File: config.mk
export PLATFORM = sky130hd
export DESIGN_NAME = usb_ep_mode_lock
export DESIGN_NICKNAME = d
export VERILOG_FILES = /design/src/rtl/usb_ep_pkg.sv /design/src/rtl/usb_ep_decide.sv /design/src/rtl/usb_ep_mode_lock.sv /design/src/rtl/usb_ep_rst_sync.sv
export SDC_FILE = /design/constraint.sdc
export NUM_CORES = 1
export LEC_CHECK = 0
export BUFFER_PORTS_ARGS = -buffer_cell sky130_fd_sc_hd__buf_2
export CORE_UTILIZATION = 45
export DETAILED_ROUTE_END_ITERATION = 10
export GPL_TIMING_DRIVEN = 0
export PLACE_DENSITY = 0.77
export SYNTH_ARGS = -nofsm -noshare
export SYNTH_HDL_FRONTEND = slang
export SYNTH_SLANG_ARGS = --single-unit
export TNS_END_PERCENT = 1
File: constraint.sdc
create_clock -name i_clk_sys -period 4.7 [get_ports i_clk_sys]
set_clock_uncertainty 0.05 [all_clocks]
set_input_delay 0.47 -clock i_clk_sys [delete_from_list [all_inputs] [get_ports i_clk_sys]]
set_output_delay 0.47 -clock i_clk_sys [all_outputs]
set_load 0.1 [all_outputs]
File: src/rtl/usb_ep_pkg.sv
// Purpose: Shared constants and types for the endpoint mode and lock logic
// Assumes: Five endpoints, endpoint 0 is the control endpoint
// Notes:   Register offsets are byte addresses on a 32-bit Avalon-MM slave
`default_nettype none
package usb_ep_pkg;

	localparam int          NUM_EP       = 5;
	localparam logic [4:0]  CTRL_EP_MASK = 5'h01;

	// Mode codes held in the low nibble of each mode register
	localparam logic [3:0] MODE_DISABLE      = 4'h0;
	localparam logic [3:0] MODE_NAK_INOUT    = 4'h1;
	localparam logic [3:0] MODE_STATUS_OUT   = 4'h2;
	localparam logic [3:0] MODE_STALL_INOUT  = 4'h3;
	localparam logic [3:0] MODE_IGNORE_INOUT = 4'h4;
	localparam logic [3:0] MODE_ISO_OUT      = 4'h5;
	localparam logic [3:0] MODE_STATUS_IN    = 4'h6;
	localparam logic [3:0] MODE_ISO_IN       = 4'h7;
	localparam logic [3:0] MODE_NAK_OUT      = 4'h8;
	localparam logic [3:0] MODE_ACK_OUT      = 4'h9;
	localparam logic [3:0] MODE_NAK_OUT_STIN = 4'ha;
	localparam logic [3:0] MODE_ACK_OUT_STIN = 4'hb;
	localparam logic [3:0] MODE_NAK_IN       = 4'hc;
	localparam logic [3:0] MODE_ACK_IN       = 4'hd;
	localparam logic [3:0] MODE_NAK_IN_STOUT = 4'he;
	localparam logic [3:0] MODE_ACK_IN_STOUT = 4'hf;

	// Mode register fields
	localparam int MODE_ACK_BIT = 4;
	localparam int MODE_OUT_BIT = 5;
	localparam int MODE_IN_BIT  = 6;
	// Count register fields
	localparam int CNT_TOG_BIT  = 7;
	localparam int CNT_DVAL_BIT = 6;

	localparam logic [7:0] MODE_RESET = 8'h00;
	localparam logic [7:0] CNT_RESET  = 8'h00;
	localparam logic [5:0] CRC_BYTES  = 6'h02;

	// Register map
	localparam logic [7:0] REG_MODE_BASE = 8'h00;
	localparam logic [7:0] REG_CNT_BASE  = 8'h04;
	localparam logic [7:0] REG_EP_STRIDE = 8'h08;
	localparam logic [7:0] REG_INTR      = 8'h28;

	typedef enum logic [1:0] {PID_SETUP, PID_IN, PID_OUT} pid_e;
	typedef enum logic [2:0] {
		HS_NONE, HS_ACK, HS_NAK, HS_STALL, HS_TX_COUNT, HS_TX_ZERO
	} hs_e;

	typedef struct packed {
		logic [5:0] len;
		logic       tog;
		logic       crc_ok;
	} rx_info_s;

	typedef struct packed {
		hs_e        hs;
		logic [3:0] next_mode;
		logic       intr;
		logic       take_data;
	} decide_s;

	function automatic logic accepts_setup(input logic [3:0] m);
		case (m)
			MODE_NAK_INOUT, MODE_STATUS_OUT, MODE_STALL_INOUT,
			MODE_IGNORE_INOUT, MODE_STATUS_IN, MODE_NAK_OUT_STIN,
			MODE_ACK_OUT_STIN, MODE_NAK_IN_STOUT,
			MODE_ACK_IN_STOUT: accepts_setup = 1'b1;
			default:           accepts_setup = 1'b0;
		endcase
	endfunction

endpackage
`default_nettype wire

File: src/rtl/usb_ep_decide.sv
// Purpose: Token response and automatic mode change for one endpoint
// Assumes: Inputs stable in the cycle a decision is taken
// Notes:   Purely combinational
`default_nettype none
module usb_ep_decide (
	// Endpoint state
	input  wire logic [3:0]           i_mode,
	input  wire logic                 i_stall,
	input  wire logic                 i_is_ctrl,
	// Transaction
	input  wire usb_ep_pkg::pid_e     i_pid,
	input  wire usb_ep_pkg::rx_info_s i_rx,
	// Decision
	output usb_ep_pkg::decide_s       o_dec
);

	logic check_ok;

	always_comb begin
		check_ok        = i_rx.crc_ok && (i_rx.len == 6'h00) && i_rx.tog;
		o_dec.hs        = usb_ep_pkg::HS_NONE;
		o_dec.next_mode = i_mode;
		o_dec.intr      = 1'b0;
		o_dec.take_data = 1'b0;
		case (i_pid)
			usb_ep_pkg::PID_SETUP: begin
				if (usb_ep_pkg::accepts_setup(i_mode)) begin
					o_dec.take_data = 1'b1;
					o_dec.intr      = 1'b1;
					if (i_rx.crc_ok) begin
						o_dec.hs = usb_ep_pkg::HS_ACK;
						if (i_is_ctrl)
							o_dec.next_mode = usb_ep_pkg::MODE_NAK_INOUT;
					end
				end
			end
			usb_ep_pkg::PID_IN: begin
				case (i_mode)
					usb_ep_pkg::MODE_NAK_INOUT, usb_ep_pkg::MODE_NAK_IN,
					usb_ep_pkg::MODE_NAK_IN_STOUT:
						o_dec.hs = usb_ep_pkg::HS_NAK;
					usb_ep_pkg::MODE_STATUS_OUT, usb_ep_pkg::MODE_STALL_INOUT:
						o_dec.hs = usb_ep_pkg::HS_STALL;
					usb_ep_pkg::MODE_STATUS_IN, usb_ep_pkg::MODE_NAK_OUT_STIN,
					usb_ep_pkg::MODE_ACK_OUT_STIN:
						o_dec.hs = usb_ep_pkg::HS_TX_ZERO;
					usb_ep_pkg::MODE_ISO_IN:
						o_dec.hs = usb_ep_pkg::HS_TX_COUNT;
					usb_ep_pkg::MODE_ACK_IN_STOUT: begin
						o_dec.hs        = usb_ep_pkg::HS_TX_COUNT;
						o_dec.next_mode = usb_ep_pkg::MODE_NAK_IN_STOUT;
					end
					usb_ep_pkg::MODE_ACK_IN: begin
						if (i_stall && !i_is_ctrl) begin
							o_dec.hs = usb_ep_pkg::HS_STALL;
						end else begin
							o_dec.hs        = usb_ep_pkg::HS_TX_COUNT;
							o_dec.next_mode = usb_ep_pkg::MODE_NAK_IN;
						end
					end
					default: o_dec.hs = usb_ep_pkg::HS_NONE;
				endcase
				o_dec.intr = (o_dec.hs != usb_ep_pkg::HS_NONE);
			end
			usb_ep_pkg::PID_OUT: begin
				if (!i_rx.crc_ok) begin
					// Corrupted buffer still reports unless the endpoint is disabled, but gets no handshake
					o_dec.intr      = (i_mode != usb_ep_pkg::MODE_DISABLE);
					o_dec.take_data = o_dec.intr;
				end else begin
					case (i_mode)
						usb_ep_pkg::MODE_NAK_INOUT, usb_ep_pkg::MODE_NAK_OUT,
						usb_ep_pkg::MODE_NAK_OUT_STIN:
							o_dec.hs = usb_ep_pkg::HS_NAK;
						usb_ep_pkg::MODE_STALL_INOUT, usb_ep_pkg::MODE_STATUS_IN:
							o_dec.hs = usb_ep_pkg::HS_STALL;
						usb_ep_pkg::MODE_ISO_OUT:
							o_dec.take_data = 1'b1;
						usb_ep_pkg::MODE_ACK_OUT: begin
							if (i_stall && !i_is_ctrl) begin
								o_dec.hs = usb_ep_pkg::HS_STALL;
							end else begin
								o_dec.hs        = usb_ep_pkg::HS_ACK;
								o_dec.take_data = 1'b1;
								o_dec.next_mode = usb_ep_pkg::MODE_NAK_OUT;
							end
						end
						usb_ep_pkg::MODE_ACK_OUT_STIN: begin
							o_dec.hs        = usb_ep_pkg::HS_ACK;
							o_dec.take_data = 1'b1;
							o_dec.next_mode = usb_ep_pkg::MODE_NAK_OUT_STIN;
						end
						usb_ep_pkg::MODE_STATUS_OUT, usb_ep_pkg::MODE_NAK_IN_STOUT,
						usb_ep_pkg::MODE_ACK_IN_STOUT: begin
							o_dec.hs = check_ok ? usb_ep_pkg::HS_ACK
							                    : usb_ep_pkg::HS_STALL;
							o_dec.take_data = check_ok;
							if (check_ok && i_mode == usb_ep_pkg::MODE_ACK_IN_STOUT)
								o_dec.next_mode = usb_ep_pkg::MODE_NAK_IN_STOUT;
						end
						default: o_dec.hs = usb_ep_pkg::HS_NONE;
					endcase
					o_dec.intr = o_dec.take_data || (o_dec.hs != usb_ep_pkg::HS_NONE);
				end
			end
			default: o_dec.hs = usb_ep_pkg::HS_NONE;
		endcase
	end

endmodule // usb_ep_decide
`default_nettype wire

File: src/rtl/usb_ep_mode_lock.sv
// Purpose: Endpoint handshake choice, mode/count update and write interlock
// Assumes: Engine events are single-cycle pulses on the same clock
// Notes:   Registers reached over Avalon-MM, one access per two cycles
`default_nettype none
module usb_ep_mode_lock (
	// Clock and reset
	input  wire logic                 i_clk_sys,
	input  wire logic                 i_arst_n,
	// Avalon-MM register slave
	input  wire logic [7:0]           i_avs_address,
	input  wire logic                 i_avs_read,
	input  wire logic                 i_avs_write,
	input  wire logic [31:0]          i_avs_writedata,
	input  wire logic [3:0]           i_avs_byteenable,
	output logic [31:0]               o_avs_readdata,
	output logic                      o_avs_waitrequest,
	// Events from the bus protocol engine
	input  wire logic                 i_tok_valid,
	input  wire usb_ep_pkg::pid_e     i_tok_pid,
	input  wire logic [2:0]           i_tok_ep,
	input  wire logic                 i_rx_start,
	input  wire logic                 i_rx_done,
	input  wire usb_ep_pkg::rx_info_s i_rx_info,
	input  wire logic                 i_host_ack,
	input  wire logic                 i_host_timeout,
	// Handshake choice to the bus protocol engine
	output logic                      o_hs_valid,
	output usb_ep_pkg::hs_e           o_hs,
	output logic [3:0]                o_tx_len,
	// Endpoint interrupt flags
	output logic [4:0]                o_ep_intr
);

	localparam int N = usb_ep_pkg::NUM_EP;

	typedef enum logic [1:0] {ST_IDLE, ST_RX, ST_IN_WAIT} st_e;

	logic                rst_n;
	st_e                 st_r;
	usb_ep_pkg::pid_e    pid_r;
	logic [2:0]          ep_r;
	usb_ep_pkg::decide_s dec;
	usb_ep_pkg::decide_s dec_in_r;
	logic [6:0]          mode_lo_r [N];
	logic [N-1:0]        mode_hi_r;
	logic [7:0]          cnt_r [N];
	logic [N-1:0]        intr_r;
	logic                mode_lock_r;
	logic                cnt_lock_r;
	logic                setup_force_r;
	logic                wreq_r;

	usb_ep_pkg::pid_e    cur_pid;
	logic [2:0]          cur_ep;
	logic [2:0]          sel_ep;
	logic                cur_ep_ok;
	logic                commit;
	logic                commit_ack;
	logic [2:0]          commit_ep;
	usb_ep_pkg::pid_e    commit_pid;
	usb_ep_pkg::decide_s commit_dec;
	logic                setup_pt;
	logic                setup_end;
	logic                lock_mode_set;
	logic                lock_cnt_set;
	logic                wr_go;
	logic                rd_smp;
	logic [N-1:0]        wr_mode;
	logic [N-1:0]        wr_cnt;
	logic [N-1:0]        rd_mode;
	logic [N-1:0]        rd_cnt;
	logic                rd_intr;
	logic [31:0]         rd_mux;

	usb_ep_rst_sync u_rst_sync (
		.i_clk_sys (i_clk_sys),
		.i_arst_n  (i_arst_n),
		.o_rst_n   (rst_n)
	);

	// Decision is taken on the live token in idle, else on the latched one
	assign cur_pid   = (st_r == ST_IDLE) ? i_tok_pid : pid_r;
	assign cur_ep    = (st_r == ST_IDLE) ? i_tok_ep : ep_r;
	assign cur_ep_ok = (cur_ep < 3'(N));
	assign sel_ep    = cur_ep_ok ? cur_ep : 3'h0;

	usb_ep_decide u_decide (
		.i_mode    (mode_lo_r[sel_ep][3:0]),
		.i_stall   (mode_hi_r[sel_ep]),
		.i_is_ctrl (usb_ep_pkg::CTRL_EP_MASK[sel_ep]),
		.i_pid     (cur_pid),
		.i_rx      (i_rx_info),
		.o_dec     (dec)
	);

	// Commit point: the moment registers, flags and locks change
	always_comb begin
		commit     = 1'b0;
		commit_ack = 1'b0;
		commit_ep  = ep_r;
		commit_pid = pid_r;
		commit_dec = dec;
		case (st_r)
			ST_IDLE: begin
				if (i_tok_valid && cur_ep_ok && i_tok_pid == usb_ep_pkg::PID_IN &&
				    (dec.hs == usb_ep_pkg::HS_NAK ||
				     dec.hs == usb_ep_pkg::HS_STALL)) begin
					commit     = 1'b1;
					commit_ep  = i_tok_ep;
					commit_pid = usb_ep_pkg::PID_IN;
				end
			end
			ST_RX: begin
				commit     = i_rx_done && dec.intr;
				commit_ack = (dec.hs == usb_ep_pkg::HS_ACK);
			end
			ST_IN_WAIT: begin
				commit     = i_host_ack;
				commit_ack = 1'b1;
				commit_dec = dec_in_r;
			end
			default: commit = 1'b0;
		endcase
	end

	assign setup_pt  = (st_r == ST_RX) && i_rx_start && (ep_r == 3'h0) &&
	                   (pid_r == usb_ep_pkg::PID_SETUP) &&
	                   usb_ep_pkg::accepts_setup(mode_lo_r[0][3:0]);
	assign setup_end = (st_r == ST_RX) && i_rx_done && (ep_r == 3'h0) &&
	                   (pid_r == usb_ep_pkg::PID_OUT);
	assign lock_mode_set = commit && (commit_ep == 3'h0);
	assign lock_cnt_set  = lock_mode_set && commit_dec.take_data;

	// Transaction sequencing
	always_ff @(posedge i_clk_sys or negedge rst_n) begin
		if (!rst_n) begin
			st_r     <= ST_IDLE;
			pid_r    <= usb_ep_pkg::PID_SETUP;
			ep_r     <= 3'h0;
			dec_in_r <= '0;
		end else begin
			case (st_r)
				ST_IDLE: begin
					if (i_tok_valid && cur_ep_ok) begin
						pid_r    <= i_tok_pid;
						ep_r     <= i_tok_ep;
						dec_in_r <= dec;
						if (i_tok_pid != usb_ep_pkg::PID_IN)
							st_r <= ST_RX;
						else if (dec.hs == usb_ep_pkg::HS_TX_COUNT ||
						         dec.hs == usb_ep_pkg::HS_TX_ZERO)
							st_r <= ST_IN_WAIT;
					end
				end
				ST_RX:      if (i_rx_done) st_r <= ST_IDLE;
				ST_IN_WAIT: if (i_host_ack || i_host_timeout) st_r <= ST_IDLE;
				default:    st_r <= ST_IDLE;
			endcase
		end
	end

	// Handshake choice to the engine
	always_ff @(posedge i_clk_sys or negedge rst_n) begin
		if (!rst_n) begin
			o_hs_valid <= 1'b0;
			o_hs       <= usb_ep_pkg::HS_NONE;
			o_tx_len   <= 4'h0;
		end else begin
			o_hs_valid <= ((st_r == ST_IDLE) && i_tok_valid && cur_ep_ok &&
			               i_tok_pid == usb_ep_pkg::PID_IN) ||
			              ((st_r == ST_RX) && i_rx_done);
			o_hs       <= dec.hs;
			o_tx_len   <= (dec.hs == usb_ep_pkg::HS_TX_COUNT) ?
			              cnt_r[sel_ep][3:0] : 4'h0;
		end
	end

	// Bus slave: one wait cycle, then the access completes
	assign wr_go   = i_avs_write && !wreq_r && i_avs_byteenable[0];
	assign rd_smp  = i_avs_read && wreq_r;
	assign rd_intr = (i_avs_address == usb_ep_pkg::REG_INTR);

	always_ff @(posedge i_clk_sys or negedge rst_n) begin
		if (!rst_n)
			wreq_r <= 1'b1;
		else
			wreq_r <= !((i_avs_read || i_avs_write) && wreq_r);
	end

	always_comb begin
		rd_mux = 32'h0000_0000;
		if (rd_intr)
			rd_mux = {27'h0, intr_r};
		for (int k = 0; k < N; k++) begin
			if (rd_mode[k])
				rd_mux = {24'h0, mode_hi_r[k], mode_lo_r[k]};
			if (rd_cnt[k])
				rd_mux = {24'h0, cnt_r[k]};
		end
	end

	always_ff @(posedge i_clk_sys or negedge rst_n) begin
		if (!rst_n)
			o_avs_readdata <= 32'h0000_0000;
		else if (rd_smp)
			o_avs_readdata <= rd_mux;
	end

	assign o_avs_waitrequest = wreq_r;
	assign o_ep_intr         = intr_r;

	// Endpoint 0 write interlock, a new lock wins over a read
	always_ff @(posedge i_clk_sys or negedge rst_n) begin
		if (!rst_n) begin
			mode_lock_r <= 1'b0;
			cnt_lock_r  <= 1'b0;
		end else begin
			if (lock_mode_set)
				mode_lock_r <= 1'b1;
			else if (rd_smp && rd_mode[0])
				mode_lock_r <= 1'b0;
			if (lock_cnt_set)
				cnt_lock_r <= 1'b1;
			else if (rd_smp && rd_cnt[0])
				cnt_lock_r <= 1'b0;
		end
	end

	// Setup flag of endpoint 0, engine set wins over CPU clear
	always_ff @(posedge i_clk_sys or negedge rst_n) begin
		if (!rst_n) begin
			setup_force_r <= 1'b0;
			mode_hi_r[0]  <= usb_ep_pkg::MODE_RESET[7];
		end else begin
			if (setup_pt)
				setup_force_r <= 1'b1;
			else if (setup_end)
				setup_force_r <= 1'b0;
			if (setup_pt)
				mode_hi_r[0] <= 1'b1;
			else if (wr_mode[0] && !setup_force_r)
				mode_hi_r[0] <= 1'b0;
		end
	end

	for (genvar g = 0; g < N; g++) begin : g_ep
		localparam logic [7:0] A_MODE = 8'(usb_ep_pkg::REG_MODE_BASE +
		                                   g * usb_ep_pkg::REG_EP_STRIDE);
		localparam logic [7:0] A_CNT  = 8'(usb_ep_pkg::REG_CNT_BASE +
		                                   g * usb_ep_pkg::REG_EP_STRIDE);
		localparam bit         IS_EP0 = (g == 0);
		logic hit;
		logic set_intr;

		assign rd_mode[g] = (i_avs_address == A_MODE);
		assign rd_cnt[g]  = (i_avs_address == A_CNT);
		assign wr_mode[g] = wr_go && rd_mode[g];
		assign wr_cnt[g]  = wr_go && rd_cnt[g];
		assign hit        = commit && (commit_ep == 3'(g));
		assign set_intr   = hit && commit_dec.intr;

		// Mode bits 6:0; only endpoint 0 is locked against writes
		always_ff @(posedge i_clk_sys or negedge rst_n) begin
			if (!rst_n) begin
				mode_lo_r[g] <= usb_ep_pkg::MODE_RESET[6:0];
			end else if (hit) begin
				if (commit_ack) begin
					mode_lo_r[g][3:0] <= commit_dec.next_mode;
					mode_lo_r[g][usb_ep_pkg::MODE_ACK_BIT] <= 1'b1;
				end
				if (IS_EP0 && commit_pid == usb_ep_pkg::PID_IN)
					mode_lo_r[g][usb_ep_pkg::MODE_IN_BIT] <= 1'b1;
				if (IS_EP0 && commit_pid == usb_ep_pkg::PID_OUT)
					mode_lo_r[g][usb_ep_pkg::MODE_OUT_BIT] <= 1'b1;
			end else if (wr_mode[g] && !(IS_EP0 && mode_lock_r)) begin
				mode_lo_r[g] <= i_avs_writedata[6:0];
			end
		end

		// Count register: toggle, data valid, received length plus CRC
		always_ff @(posedge i_clk_sys or negedge rst_n) begin
			if (!rst_n) begin
				cnt_r[g] <= usb_ep_pkg::CNT_RESET;
			end else if (hit && commit_dec.take_data) begin
				cnt_r[g] <= {i_rx_info.tog, i_rx_info.crc_ok,
				             6'(i_rx_info.len + usb_ep_pkg::CRC_BYTES)};
			end else if (wr_cnt[g] && !(IS_EP0 && cnt_lock_r)) begin
				cnt_r[g] <= i_avs_writedata[7:0];
			end
		end

		// Interrupt flag, write one to clear, a new event wins
		always_ff @(posedge i_clk_sys or negedge rst_n) begin
			if (!rst_n)
				intr_r[g] <= 1'b0;
			else if (set_intr)
				intr_r[g] <= 1'b1;
			else if (wr_go && rd_intr && i_avs_writedata[g])
				intr_r[g] <= 1'b0;
		end

		// Stall flag of non-control endpoints
		if (!IS_EP0) begin : g_stall
			always_ff @(posedge i_clk_sys or negedge rst_n) begin
				if (!rst_n)
					mode_hi_r[g] <= usb_ep_pkg::MODE_RESET[7];
				else if (wr_mode[g])
					mode_hi_r[g] <= i_avs_writedata[7];
			end
		end
	end

endmodule // usb_ep_mode_lock
`default_nettype wire

File: src/rtl/usb_ep_rst_sync.sv
// Purpose: Release of the asynchronous reset through two flip-flops
// Assumes: Reset is active low
// Notes:   Assertion is immediate, release follows two clock edges
`default_nettype none
module usb_ep_rst_sync (
	// Clock and raw reset
	input  wire logic i_clk_sys,
	input  wire logic i_arst_n,
	// Synchronised reset
	output logic      o_rst_n
);

	logic meta_r;

	always_ff @(posedge i_clk_sys or negedge i_arst_n) begin
		if (!i_arst_n) begin
			meta_r  <= 1'b0;
			o_rst_n <= 1'b0;
		end else begin
			meta_r  <= 1'b1;
			o_rst_n <= meta_r;
		end
	end

endmodule // usb_ep_rst_sync
`default_nettype wire

# Yosys cells after proc, flatten, opt, wreduce, memory -nomap -nowiden
# Memory sizes are Yosys's and may differ from the RTL's.
# Index checks and enable logic that the tools add are counted.
[totals] regBits=144 input_bits=66 romBits=40 mem_count=3
[mem_list] name="(no name shown)" words=16 word_bits=1 read_ports=1 rd_clocked_by_memory_dff=0 write_ports=0 line_no="usb_ep_pkg.sv:65" text="case (m)"
[mem_list] name="(no name shown)" words=16 word_bits=1 read_ports=1 rd_clocked_by_memory_dff=0 write_ports=0 line_no="usb_ep_pkg.sv:65"
[mem_list] name="(no name shown)" words=8 word_bits=1 read_ports=1 rd_clocked_by_memory_dff=0 write_ports=0 line_no="usb_ep_mode_lock.sv:90" text=".i_is_ctrl (usb_ep_pkg::CTRL_EP_MASK[sel_ep]),"
[op_classes] order_cmp=3 eq_ne=53 n_bitwise=5 add_sub_neg=1 n_reduce_logical=120 mux=105
[ops] op="two-way mux 32 bit" n=10
[ops] op="two-way mux 8 bit" n=10
[ops] op="logical AND 1 bit" n=58
[ops] op="two-way mux 5 bit" n=11
[ops] op="nonzero test 2 bit" n=19
[ops] op="two-way mux 4 bit" n=9
[ops] op="equality test 4 bit (second input constant)" n=8
[ops] op="equality test 8 x 5 -> 1 bit (second input constant)" n=4
[ops] op="case mux 3 bit (5 select lines)" n=2
[ops] op="two-way mux 1 bit" n=27
[ops] op="binary-select mux 8 bit (select 3 bit)" n=1
[ops] op="equality test 8 x 6 -> 1 bit (second input constant)" n=3
[ops] op="two-way mux 3 bit" n=8
[ops] op="AND reduction 2 bit" n=12
[ops] op="two-way mux 2 bit" n=11
[ops] op="binary-select mux 7 bit (select 3 bit)" n=1
[ops] op="two-way mux 7 bit" n=3
[ops] op="equality test 8 x 4 -> 1 bit (second input constant)" n=2
[ops] op="case mux 5 bit (3 select lines)" n=1
[ops] op="inequality test 2 bit (second input constant)" n=7
[ops] op="equality test 3 x 2 -> 1 bit (second input constant)" n=4
[ops] op="equality test 4 x 3 -> 1 bit (second input constant)" n=3
[ops] op="case mux 4 bit (3 select lines)" n=1
[ops] op="OR reduction 3 bit" n=4
[ops] op="other kinds (33)" n=68

# Logic depth before layout (Yosys ltp)
# Gate-level depths: netlist (run 1).
[depth] word_depth=24 depth_mapped=20 depth_no_buf=15

# Hierarchy
# From an unflattened synthesis (run 1), not the netlist that was laid out.
[unflattened] cells_unflattened=835 hier_area_um2=7709.9
[modules_own_cells] module="usb_ep_mode_lock" cells_each=751 area_per_inst_um2=7168.1 seq_area_each_um2=2954.1 n_inst=1
[modules_own_cells] module="usb_ep_decide" cells_each=81 area_per_inst_um2=488.0 seq_area_each_um2=0.0 n_inst=1
[modules_own_cells] module="usb_ep_rst_sync" cells_each=3 area_per_inst_um2=53.8 seq_area_each_um2=50.0 n_inst=1

# Least setup slack after synthesis (run 1)
# OpenSTA, ideal clock, no wires.
[synth_path] path_type="register to register" from="reg st_r[0]" to="reg cnt_r[6] (netlist name)" setup_ns=0.128 slack_ns=0.847 stages_incl_launch_ff=17 t_arrival_ns=3.676 cell_sequence="dfrtp_1 > inv_1 > ha_1 > mux2i_2 > mux2i_1 > o22ai_1 > a31o_2 > buf_2 > nor3_1 > o21ai_0 > a31o_1 > a21oi_1 > o211ai_1 > a211oi_4 > and2_1 > buf_4 > mux2_1"
[synth_between] elab_chain_len=24 elab_cells_between_ends=82 classes_between="1 x order compare; 21 x eq/ne; 33 x mux; 1 x bitwise; 24 x reduce/logical; 2 x memory"
[synth_lines] element="from (decl)" line_no="usb_ep_mode_lock.sv:39" text="st_e st_r;"
[synth_lines] element="from (signal assigned)" line_no="usb_ep_mode_lock.sv:137" text="st_r <= ST_IDLE;"
[synth_lines] element="from (signal assigned)" line_no="usb_ep_mode_lock.sv:149" text="st_r <= ST_RX;"
[synth_lines] element="from (signal assigned)" line_no="usb_ep_mode_lock.sv:152" text="st_r <= ST_IN_WAIT;"
[synth_lines] element="logical NOT 2 bit" line_no="usb_ep_mode_lock.sv:82, usb_ep_mode_lock.sv:83, usb_ep_mode_lock.sv:103"
[synth_lines] element="two-way mux 3 bit" line_no="usb_ep_mode_lock.sv:83" text="assign cur_ep = (st_r == ST_IDLE) ? i_tok_ep : ep_r;"
[synth_lines] element="less-than comparator 3 bit" line_no="usb_ep_mode_lock.sv:84" text="assign cur_ep_ok = (cur_ep < 3'(N));"
[synth_lines] element="two-way mux 3 bit" line_no="usb_ep_mode_lock.sv:85" text="assign sel_ep = cur_ep_ok ? cur_ep : 3'h0;"
[synth_lines] element="NOT 3 -> 4 bit (implied by the code)" line_no="usb_ep_mode_lock.sv:88" text=".i_mode (mode_lo_r[sel_ep][3:0]),"
[synth_lines] element="binary-select mux 7 bit (select 3 bit)" line_no="usb_ep_mode_lock.sv:88"
[synth_lines] element="two-way mux 4 bit (implied by the code) (2 in a row)" line_no="usb_ep_mode_lock.sv:88"
[synth_lines] element="equality test 4 x 2 -> 1 bit, or another cell as far along" line_no="usb_ep_decide.sv:38, usb_ep_decide.sv:71"
[synth_lines] element="[... 7 more ...]"
[synth_lines] element="logical OR 1 bit" line_no="usb_ep_mode_lock.sv:106" text="(dec.hs == usb_ep_pkg::HS_NAK ||"
[synth_lines] element="logical AND 1 bit" line_no="usb_ep_mode_lock.sv:105" text="if (i_tok_valid && cur_ep_ok && i_tok_pid == usb_ep_pkg::PID_IN &&"
[synth_lines] element="two-way mux 3 bit" line_no="usb_ep_mode_lock.sv:105"
[synth_lines] element="two-way mux 3 bit" line_no="usb_ep_mode_lock.sv:103" text="case (st_r)"
[synth_lines] element="equality test 3 bit" line_no="usb_ep_mode_lock.sv:259" text="assign hit = commit && (commit_ep == 3'(g));"
[synth_lines] element="logical AND 1 bit" line_no="usb_ep_mode_lock.sv:259"
[synth_lines] element="logical AND 1 bit (*)" line_no="usb_ep_mode_lock.sv:284" text="end else if (hit && commit_dec.take_data) begin"
[synth_lines] element="two-way mux 8 bit or nonzero test 2 bit (tied branches)"
[synth_lines] element="to (signal, indexed assignment)" line_no="usb_ep_mode_lock.sv:283" text="cnt_r[g] <= usb_ep_pkg::CNT_RESET;"
[synth_lines] element="to (signal, indexed assignment)" line_no="usb_ep_mode_lock.sv:285" text="cnt_r[g] <= {i_rx_info.tog, i_rx_info.crc_ok,"
[synth_lines] element="to (signal, indexed assignment)" line_no="usb_ep_mode_lock.sv:288" text="cnt_r[g] <= i_avs_writedata[7:0];"
[synth_lines] element="to (decl)" line_no="usb_ep_mode_lock.sv:46" text="logic [7:0] cnt_r [N];"
# Mark *: on every way between the ends. The rest lies on a longest branch, timed or not. The select of a mux whose other input is x is not followed.
# A chain may end at the register's enable or synchronous reset.

# Worst setup path after layout (run 1)
[layout_path] from="reg st_r[0]" to="reg mode_lo_r[10] (netlist name)"
[layout_between] elab_chain_len=24 elab_cells_between_ends=93 classes_between="1 x order compare; 23 x eq/ne; 41 x mux; 1 x bitwise; 25 x reduce/logical; 2 x memory"
[layout_lines] element="logical NOT 2 bit" line_no="usb_ep_mode_lock.sv:82, usb_ep_mode_lock.sv:83, usb_ep_mode_lock.sv:103"
[layout_lines] element="two-way mux 3 bit" line_no="usb_ep_mode_lock.sv:83"
[layout_lines] element="less-than comparator 3 bit" line_no="usb_ep_mode_lock.sv:84"
[layout_lines] element="two-way mux 3 bit" line_no="usb_ep_mode_lock.sv:85"
[layout_lines] element="NOT 3 -> 4 bit (implied by the code)" line_no="usb_ep_mode_lock.sv:88"
[layout_lines] element="binary-select mux 7 bit (select 3 bit)" line_no="usb_ep_mode_lock.sv:88"
[layout_lines] element="two-way mux 4 bit (implied by the code) (2 in a row)" line_no="usb_ep_mode_lock.sv:88"
[layout_lines] element="equality test 4 x 2 -> 1 bit, or another cell as far along" line_no="usb_ep_decide.sv:38, usb_ep_decide.sv:71"
[layout_lines] element="[... 7 more ...]"
[layout_lines] element="logical OR 1 bit" line_no="usb_ep_mode_lock.sv:106"
[layout_lines] element="logical AND 1 bit" line_no="usb_ep_mode_lock.sv:105"
[layout_lines] element="two-way mux 3 bit" line_no="usb_ep_mode_lock.sv:105"
[layout_lines] element="two-way mux 3 bit" line_no="usb_ep_mode_lock.sv:103"
[layout_lines] element="equality test 3 x 2 -> 1 bit" line_no="usb_ep_mode_lock.sv:259"
[layout_lines] element="logical AND 1 bit" line_no="usb_ep_mode_lock.sv:259"
[layout_lines] element="inequality test 2 bit (no source line) or nonzero test 2 bit (tied branches)"
[layout_lines] element="AND reduction 2 bit (no source line)"
[layout_lines] element="to (signal, indexed assignment)" line_no="usb_ep_mode_lock.sv:265" text="mode_lo_r[g] <= usb_ep_pkg::MODE_RESET[6:0];"
[layout_lines] element="to (signal, indexed assignment)" line_no="usb_ep_mode_lock.sv:268" text="mode_lo_r[g][3:0] <= commit_dec.next_mode;"
[layout_lines] element="to (signal, indexed assignment)" line_no="usb_ep_mode_lock.sv:276" text="mode_lo_r[g] <= i_avs_writedata[6:0];"
[layout_lines] element="to (decl)" line_no="usb_ep_mode_lock.sv:44" text="logic [6:0] mode_lo_r [N];"
# Several ways; a longest one is shown, not always the timed one. The select of a mux whose other input is x is not followed.

==> flow_summary.ini, run 1 <==
[worst_setup_path]
r2r-end = mode_lo_r[10]
crit_type = flop to flop
crit_path_end_kind = flop
reg2reg_slack_ps = 230
critical_path.startpoint_type = flop
critical_path.cell_chain = inv_1, ha_1, mux2i_2, buf_4, inv_1, o221ai_1, o311ai_2, a21o_1, nand2b_1, a211o_1, and3_1, a32oi_4, nor2_1, a2bb2oi_2, a221oi_1
crit_family = compound AO/OA/AOI/OAI gates
slowest_delay_ps = 500
path_buf_inv = 3
slowest_stage = a32oi_4
path_common_cell = inv_1
critical_path_arrival_ps = 4690
cp.required_ps = 4920
critPathMaxFanout = 10
rr_worst_depth = 15
r2r-start = st_r[0]

[timing]
relSlewSlack_pct = 37.1
fin_ws_ps = 228
finalCritPeriodShare_pct = 95.1
final_hold_viol_count = 0
rsz0062_at_grt = false
period_minus_slack_ps = 4470
worst_pin_slew_ps = 939
setup_tns_ps = 0
drv_slew = 0
setup_viol = 0
max_freq_ghz = 0.224

[power_and_ir_drop]
swShare_pct = 45.7
leakagePower_nw = 4.17
combinationalPowerShare_pct = 48.8
netSwitchingPower_mw = 2.62
ir_drop_uv = 319
p_clk_share_pct = 23.7
pwr-share-seq_pct = 27.5
p_per_area_nw_per_um2 = 647
internal_power_mw = 3.11

[floorplanning]
die_area_um2 = 17100
die_h_um = 131
core_um2 = 16100
rows = 46
dieWidth_um = 131
initial_core_util_pct = 46.6
io_pins = 112

[drt]
drtIter0Drc = 852
vias = 6683
met2_length_mm = 10.2
drc_errors = 0
first_pass_iters = 8
wl_met3_mm = 2.35
drt-total-wl_mm = 22.9
routedWlPerCell_um = 21.3
viasPerCell = 6.21
highest_layer = met4
wl_met1_mm = 9.34
drt.antenna.violating_nets = 0

[synth]
synth-adder-area-share_pct = 0.836
synth_xor_area_share_pct = 0.585
synth_compound_area_share_pct = 21.7
synthMuxAreaShare_pct = 16.1
async_flop_share_pct = 100
synth_enable_flop_cells = 0
ys_types = 83
netlist_area_um2 = 7480
postSynthAreaPerCell_um2 = 10.0
synthCells = 746
synthSimpleGateAreaFrac_pct = 13.7
ys_seq_area_share_pct = 40.2
synth-main-ff-cell = dfrtp_1
synth_top_family_by_area = compound AO/OA/AOI/OAI gates
ys_seq_elements = 120
ys.warnings.count = 0

[min_path]
worst_hold_path.endpoint = o_avs_waitrequest
hold_path_class = input pin to flop
worstHoldPathCells = 2
min_from = i_avs_write

[grt]
grt_usage_pct = 28.1
grt_pass1_vias = 6220
grt_pass1_wl_mm = 35.1
overflow = 0
antenna_found_initial = 0
grt_start_max_net_pins = 67

[clock_network]
numCtsBuffers = 17
clk_latency_ps = 440
ctsHtreeMaxLevel = 4
tritoncts = built
cts_root_buf = clkbuf_16
cts.sinks = 120
clk_pin_slew_worst_paths_ps = 60
cts_buffer_depth = 2

[final_layout]
final_cell_mix = dfrtp_1 (118), nand2_1 (71), buf_2 (68)
final.fill_count = 1375
n_antenna_cell = 0
final_common_cell = dfrtp_1
layout.cells.non_filler = 1077
seq_area_um2 = 3010
multi_input_area_um2 = 4100
layout-drive-gt1-share_pct = 27.5
syn2layout_area_growth_pct = 18.3
nets = 919

[status]
status = finished clean

[placed_design]
routabilityCongestion = 0.999
portBuffers = 56
pre_cts_slack_ps = 20.6
dp_hpwl_mm = 16.5
dpl.cell_count = 1042

[flow_run]
cap_violations = 0
==> power by group through the flow <==
stage	clock (mW)	combinational (mW)	sequential (mW)
floorplan	0	1.83	1.79
global placement	0	2.63	1.57
detailed placement	0	2.69	1.57
CTS	1.36	2.70	1.56
global route	1.41	3.00	1.60
finish	1.36	2.80	1.57
==> sequential cells by signal, summed over array words and instances (netlist names), 2 cells and up <==
| name | flops |
|---|---|
| cnt_r | 40 |
| dec_in_r | 6 |
| ep_r | 3 |
| mode_hi_r | 5 |
| mode_lo_r | 35 |
| o_avs_readdata | 8 |
| o_ep_intr | 5 |
| o_hs | 3 |
| o_tx_len | 4 |
| pid_r | 2 |
| st_r | 2 |
==> stage by stage <==
step | util, % | power [mW] | instance area [um2] | hold WS (ps)
after CTS | 54.6 | 5.61 | 8770 | 159
final | 55.1 | 5.73 | 8850 | 163
after global placement | 50.6 | 4.20 | 8120 | 207
after global routing | 55.1 | 6.02 | 8850 | 165
after detailed placement | 50.8 | 4.26 | 8150 | 211
after floorplan | - | 3.62 | 7570 | 124
==> metal layers <==
metal	up-vias	GRT usage (%)
met5	-	0.882
met1	3197	37.3
met4	0	15.3
met2	444	42.2
li1	2962	-
met3	80	6.80
==> worst max-delay path by stage <==
| stage | startpoint | endpoint | slack [ps] | cells after the start |
|---|---|---|---|---|
| detailed placement | st_r[0] | mode_lo_r[3] | 20 | 15 |
| global route | st_r[0] | mode_lo_r[28] | 8 | 17 |
| global placement | u_rst_sync.o_rst_n | mode_lo_r[1] | -300 | 0 |
| CTS | st_r[0] | mode_lo_r[10] | 8 | 15 |
| floorplan | st_r[0] | cnt_r[6] | 850 | 16 |
| finish | st_r[0] | mode_lo_r[10] | 230 | 15 |
==> cells by family (layout without fill, tap and decap cells) <==
| kind of cell | Yosys count | count (layout) |
|---|---|---|
| muxes | 112 | 112 |
| other | 2 | 25 |
| buffers and inverters | 92 | 184 |
| adders and majority gates | 5 | 5 |
| AOI/OAI and AO/OA | 201 | 201 |
| xor gates and xnor gates | 5 | 5 |
| and+or+nand+nor | 209 | 209 |
| DFF | 120 | 120 |
==> Yosys cell counts (all sizes together) (3+ instances only) <==
cell type / count / area [um2]
a22o: 7 / 61.3
nor2: 52 / 226
a31oi: 12 / 81.3
a221oi: 17 / 173
inv: 26 / 97.6
mux2i: 53 / 538
a211oi: 12 / 115
or3: 3 / 18.8
nand2b: 8 / 50.1
a31o: 3 / 35.0
o21ai: 27 / 135
nor3: 20 / 100
clkbuf: 11 / 41.3
a21oi: 27 / 161
and2: 7 / 43.8
a2bb2oi: 3 / 26.3
o211ai: 5 / 42.5
mux2: 59 / 664
nand2: 73 / 289
a22oi: 26 / 209
nand3: 17 / 85.1
o31ai: 3 / 22.5
nor2b: 6 / 37.5
o22a: 4 / 35.0
a311oi: 4 / 35.0
buf: 54 / 368
o221a: 8 / 90.1
nand3b: 3 / 22.5
a21o: 10 / 75.1
o22ai: 5 / 31.3
xor2: 3 / 26.3
nand4: 6 / 37.5
dfrtp: 119 / 2980
ha: 5 / 62.6
a221o: 5 / 50.1
or2: 4 / 25.0
a222oi: 9 / 90.1
==> final cells by class <==
| class | count | area share [%] |
|---|---|---|
| Buffer | 65 | 4.62 |
| Multi-Input combinational cell | 557 | 46.4 |
| Clock inverter | 14 | 1.92 |
| Inverter | 27 | 1.20 |
| Tap cell | 216 | 3.05 |
| Clock buffer | 18 | 4.96 |
| Sequential cell | 120 | 34.0 |
| Timing Repair Buffer | 60 | 3.90 |
==> repair_timing <==
| item | in CTS | in global routing |
|---|---|---|
| pin swaps | 0 | 1 |
| gates resized for setup | 1 | 9 |
| setup buffers | 0 | 2 |
| setup endpoints to repair | 4 | 34 |
| hold endpoints to repair | 2 | 0 |
| hold buffers | 1 | 0 |
| cloned | 0 | 0 |
Power figures use the tool's default switching activity.
==> run 2, diff against run 1 <==
PLACE_DENSITY = 0.8   (was 0.77)
clock period = 4 ns   (was 4.7 ns; I/O delays follow)
==> run 2 against run 1 <==
Against the previous run:
- the flow now finishes with violations (setup timing)
- die area did not move
- sequential share of layout area shrank 3.0 points
- first-iteration DRC count increased by 33%
- core utilization is 5.3 points higher
- wire length grew 13%
- worst setup slack worse by 480 ps
- sequential power grew 19%
- design area grew 9.5%
- fmax increased by 5.2%
- global-route usage up 0.67 points
- flip-flop and latch count unchanged
- largest power group unchanged
==> flow_summary.ini, run 2 (same netlist as run 1, synthesis figures left out) <==
[status]
status = complete, but fails checks
violations = setup timing

[floorplanning]
die_area_um2 = 17100
die_h_um = 131
rows = 46
dieWidth_um = 131
core_um2 = 16100
initial_core_util_pct = 46.6
io_pins = 112

[final_layout]
final_common_cell = dfrtp_1
layout-drive-gt1-share_pct = 35.6
finalCoreUtilization_pct = 60.4
final.fill_count = 1168
final_cell_mix = dfrtp_1 (118), buf_4 (72), nand2_1 (71)
largest_reg_flops = 40
n_antenna_cell = 0
layout.cells.non_filler = 1120
nets = 962
top_register = cnt_r
top_regs = cnt_r (40), mode_lo_r (35), o_avs_readdata (8)
syn2layout_area_growth_pct = 29.6

[min_path]
min_from = i_avs_write
worstHoldPathCells = 2
worst_hold_path.endpoint = o_avs_waitrequest
hold_path_class = input pin to flop

[timing]
rsz0062_at_grt = true
finalCritPeriodShare_pct = 106
final_hold_viol_count = 0
worst_pin_slew_ps = 1010
setup_viol = 65
drv_slew = 0
fin_ws_ps = -249
relSlewSlack_pct = 32.2
period_minus_slack_ps = 4250
max_freq_ghz = 0.235

[clock_network]
cts_buffer_depth = 2
numCtsBuffers = 17
tritoncts = built
clk_latency_ps = 440
cts_root_buf = clkbuf_16
cts.sinks = 120
clk_pin_slew_worst_paths_ps = 60
ctsHtreeMaxLevel = 4

[power_and_ir_drop]
p_per_area_nw_per_um2 = 795
leakagePower_nw = 4.49
ir_drop_uv = 354

[drt]
highest_layer = met4
first_pass_iters = 9
drtIter0Drc = 1132
vias = 7320
drc_errors = 0
wl_met3_mm = 2.79
viasPerCell = 6.54
wl_met1_mm = 9.77
drt.antenna.violating_nets = 0
routedWlPerCell_um = 23.1
met2_length_mm = 11.6
drt-total-wl_mm = 25.9

[grt]
grt_usage_pct = 28.8
grt_pass1_wl_mm = 36.3
grt_start_max_net_pins = 62
overflow = 0
grt_pass1_vias = 6493
antenna_found_initial = 0

[worst_setup_path]
r2r-end = cnt_r[6]
slowest_delay_ps = 400
critical_path.cell_chain = inv_2, ha_4, mux2i_4, mux2i_1, o22ai_2, a31oi_2, buf_4, clkbuf_4, o21ai_0, nand2_1, nand3_2, a21oi_4, o211ai_1, a211oi_4, buf_6, and2_4, buf_8, mux2_4
r2r-start = st_r[1]
crit_path_end_kind = flop
rr_worst_depth = 18
critPathMaxFanout = 10
slowest_stage = dfrtp_1
cp.required_ps = 4260
reg2reg_slack_ps = -250
crit_family = compound AO/OA/AOI/OAI gates
path_buf_inv = 5
crit_type = flop to flop
critical_path.startpoint_type = flop
critical_path_arrival_ps = 4510

[placed_design]
portBuffers = 56
dp_hpwl_mm = 16.2
pre_cts_slack_ps = -620
dpl.cell_count = 1042
routabilityCongestion = 0.955

[flow_run]
cap_violations = 0
[run 2: cell types whose count changed in the layout (fill, tap and decap cells not counted), sizes merged]
cell | before | now
buf | 113 | 153
clkbuf | 29 | 36
bufinv | 3 | 2
inv | 30 | 27
[run 2: where the power goes]
part / total, mW / internal [mW] / switching [mW]
logic: 4.29 / 1.62 / 2.67
registers: 1.87 / 1.56 / 0.314
clock network: 1.55 / 0.965 / 0.589
total: 7.71 / 4.14 / 3.57
[run 2: timing repair]
action / in CTS / in global routing
gates cloned: 0 / 1
setup buffers: 11 / 34
setup endpoints to repair: 77 / 77
endpoints found under the hold margin: 2 / 0
hold buffers: 1 / 0
pin swaps: 10 / 28
gates resized for setup: 47 / 67
[run 2: worst register-to-register path, stage by stage, from the launching register on]
cell	delay (ps)
dfrtp_1	400
inv_2	90
ha_4	230
mux2i_4	400
mux2i_1	310
o22ai_2	140
a31oi_2	190
buf_4	180
clkbuf_4	210
o21ai_0	150
nand2_1	150
nand3_2	130
a21oi_4	200
o211ai_1	200
a211oi_4	310
buf_6	180
and2_4	160
buf_8	140
mux2_4	310
[run 2: how the worst max path moves through the flow]
stage                     depth (start not counted)            to               start
final                                            18      cnt_r[6]             st_r[1]
after global placement                            0  mode_hi_r[3]  u_rst_sync.o_rst_n
after global routing                             18      cnt_r[6]             st_r[1]
after detailed placement                         15  mode_lo_r[1]             st_r[0]
after CTS                                        18     cnt_r[10]             st_r[1]
after floorplan                                  16      cnt_r[6]             st_r[0]
[run 2: per-stage QoR]
step                power, mW  TNS [ps]  hold slack [ps]  instance area (um2)
global route             7.96     -9650              104                 9700
detailed placement       4.98    -26580              138                 8150
global placement         4.92   -136730              137                 8120
finish                   7.71     -6270             76.9                 9700
CTS                      6.79      -572             78.1                 9080
floorplan                4.26         0             54.4                 7570
[run 2: metal layers]
| metal | vias to the layer above | track usage [%] |
|---|---|---|
| met5 | - | 0 |
| met4 | 0 | 16.0 |
| met3 | 151 | 7.17 |
| met2 | 616 | 44.2 |
| met1 | 3503 | 37.1 |
| li1 | 3050 | - |
[run 2: final cells by class]
cell class	instances	area [um2]	area share, %
Multi-Input combinational cell	557	4560	47.0
Sequential cell	120	3010	31.0
Timing Repair Buffer	104	701	7.23
Clock buffer	22	474	4.89
Buffer	64	462	4.76
Tap cell	216	270	2.79
Clock inverter	10	118	1.21
Inverter	27	106	1.10
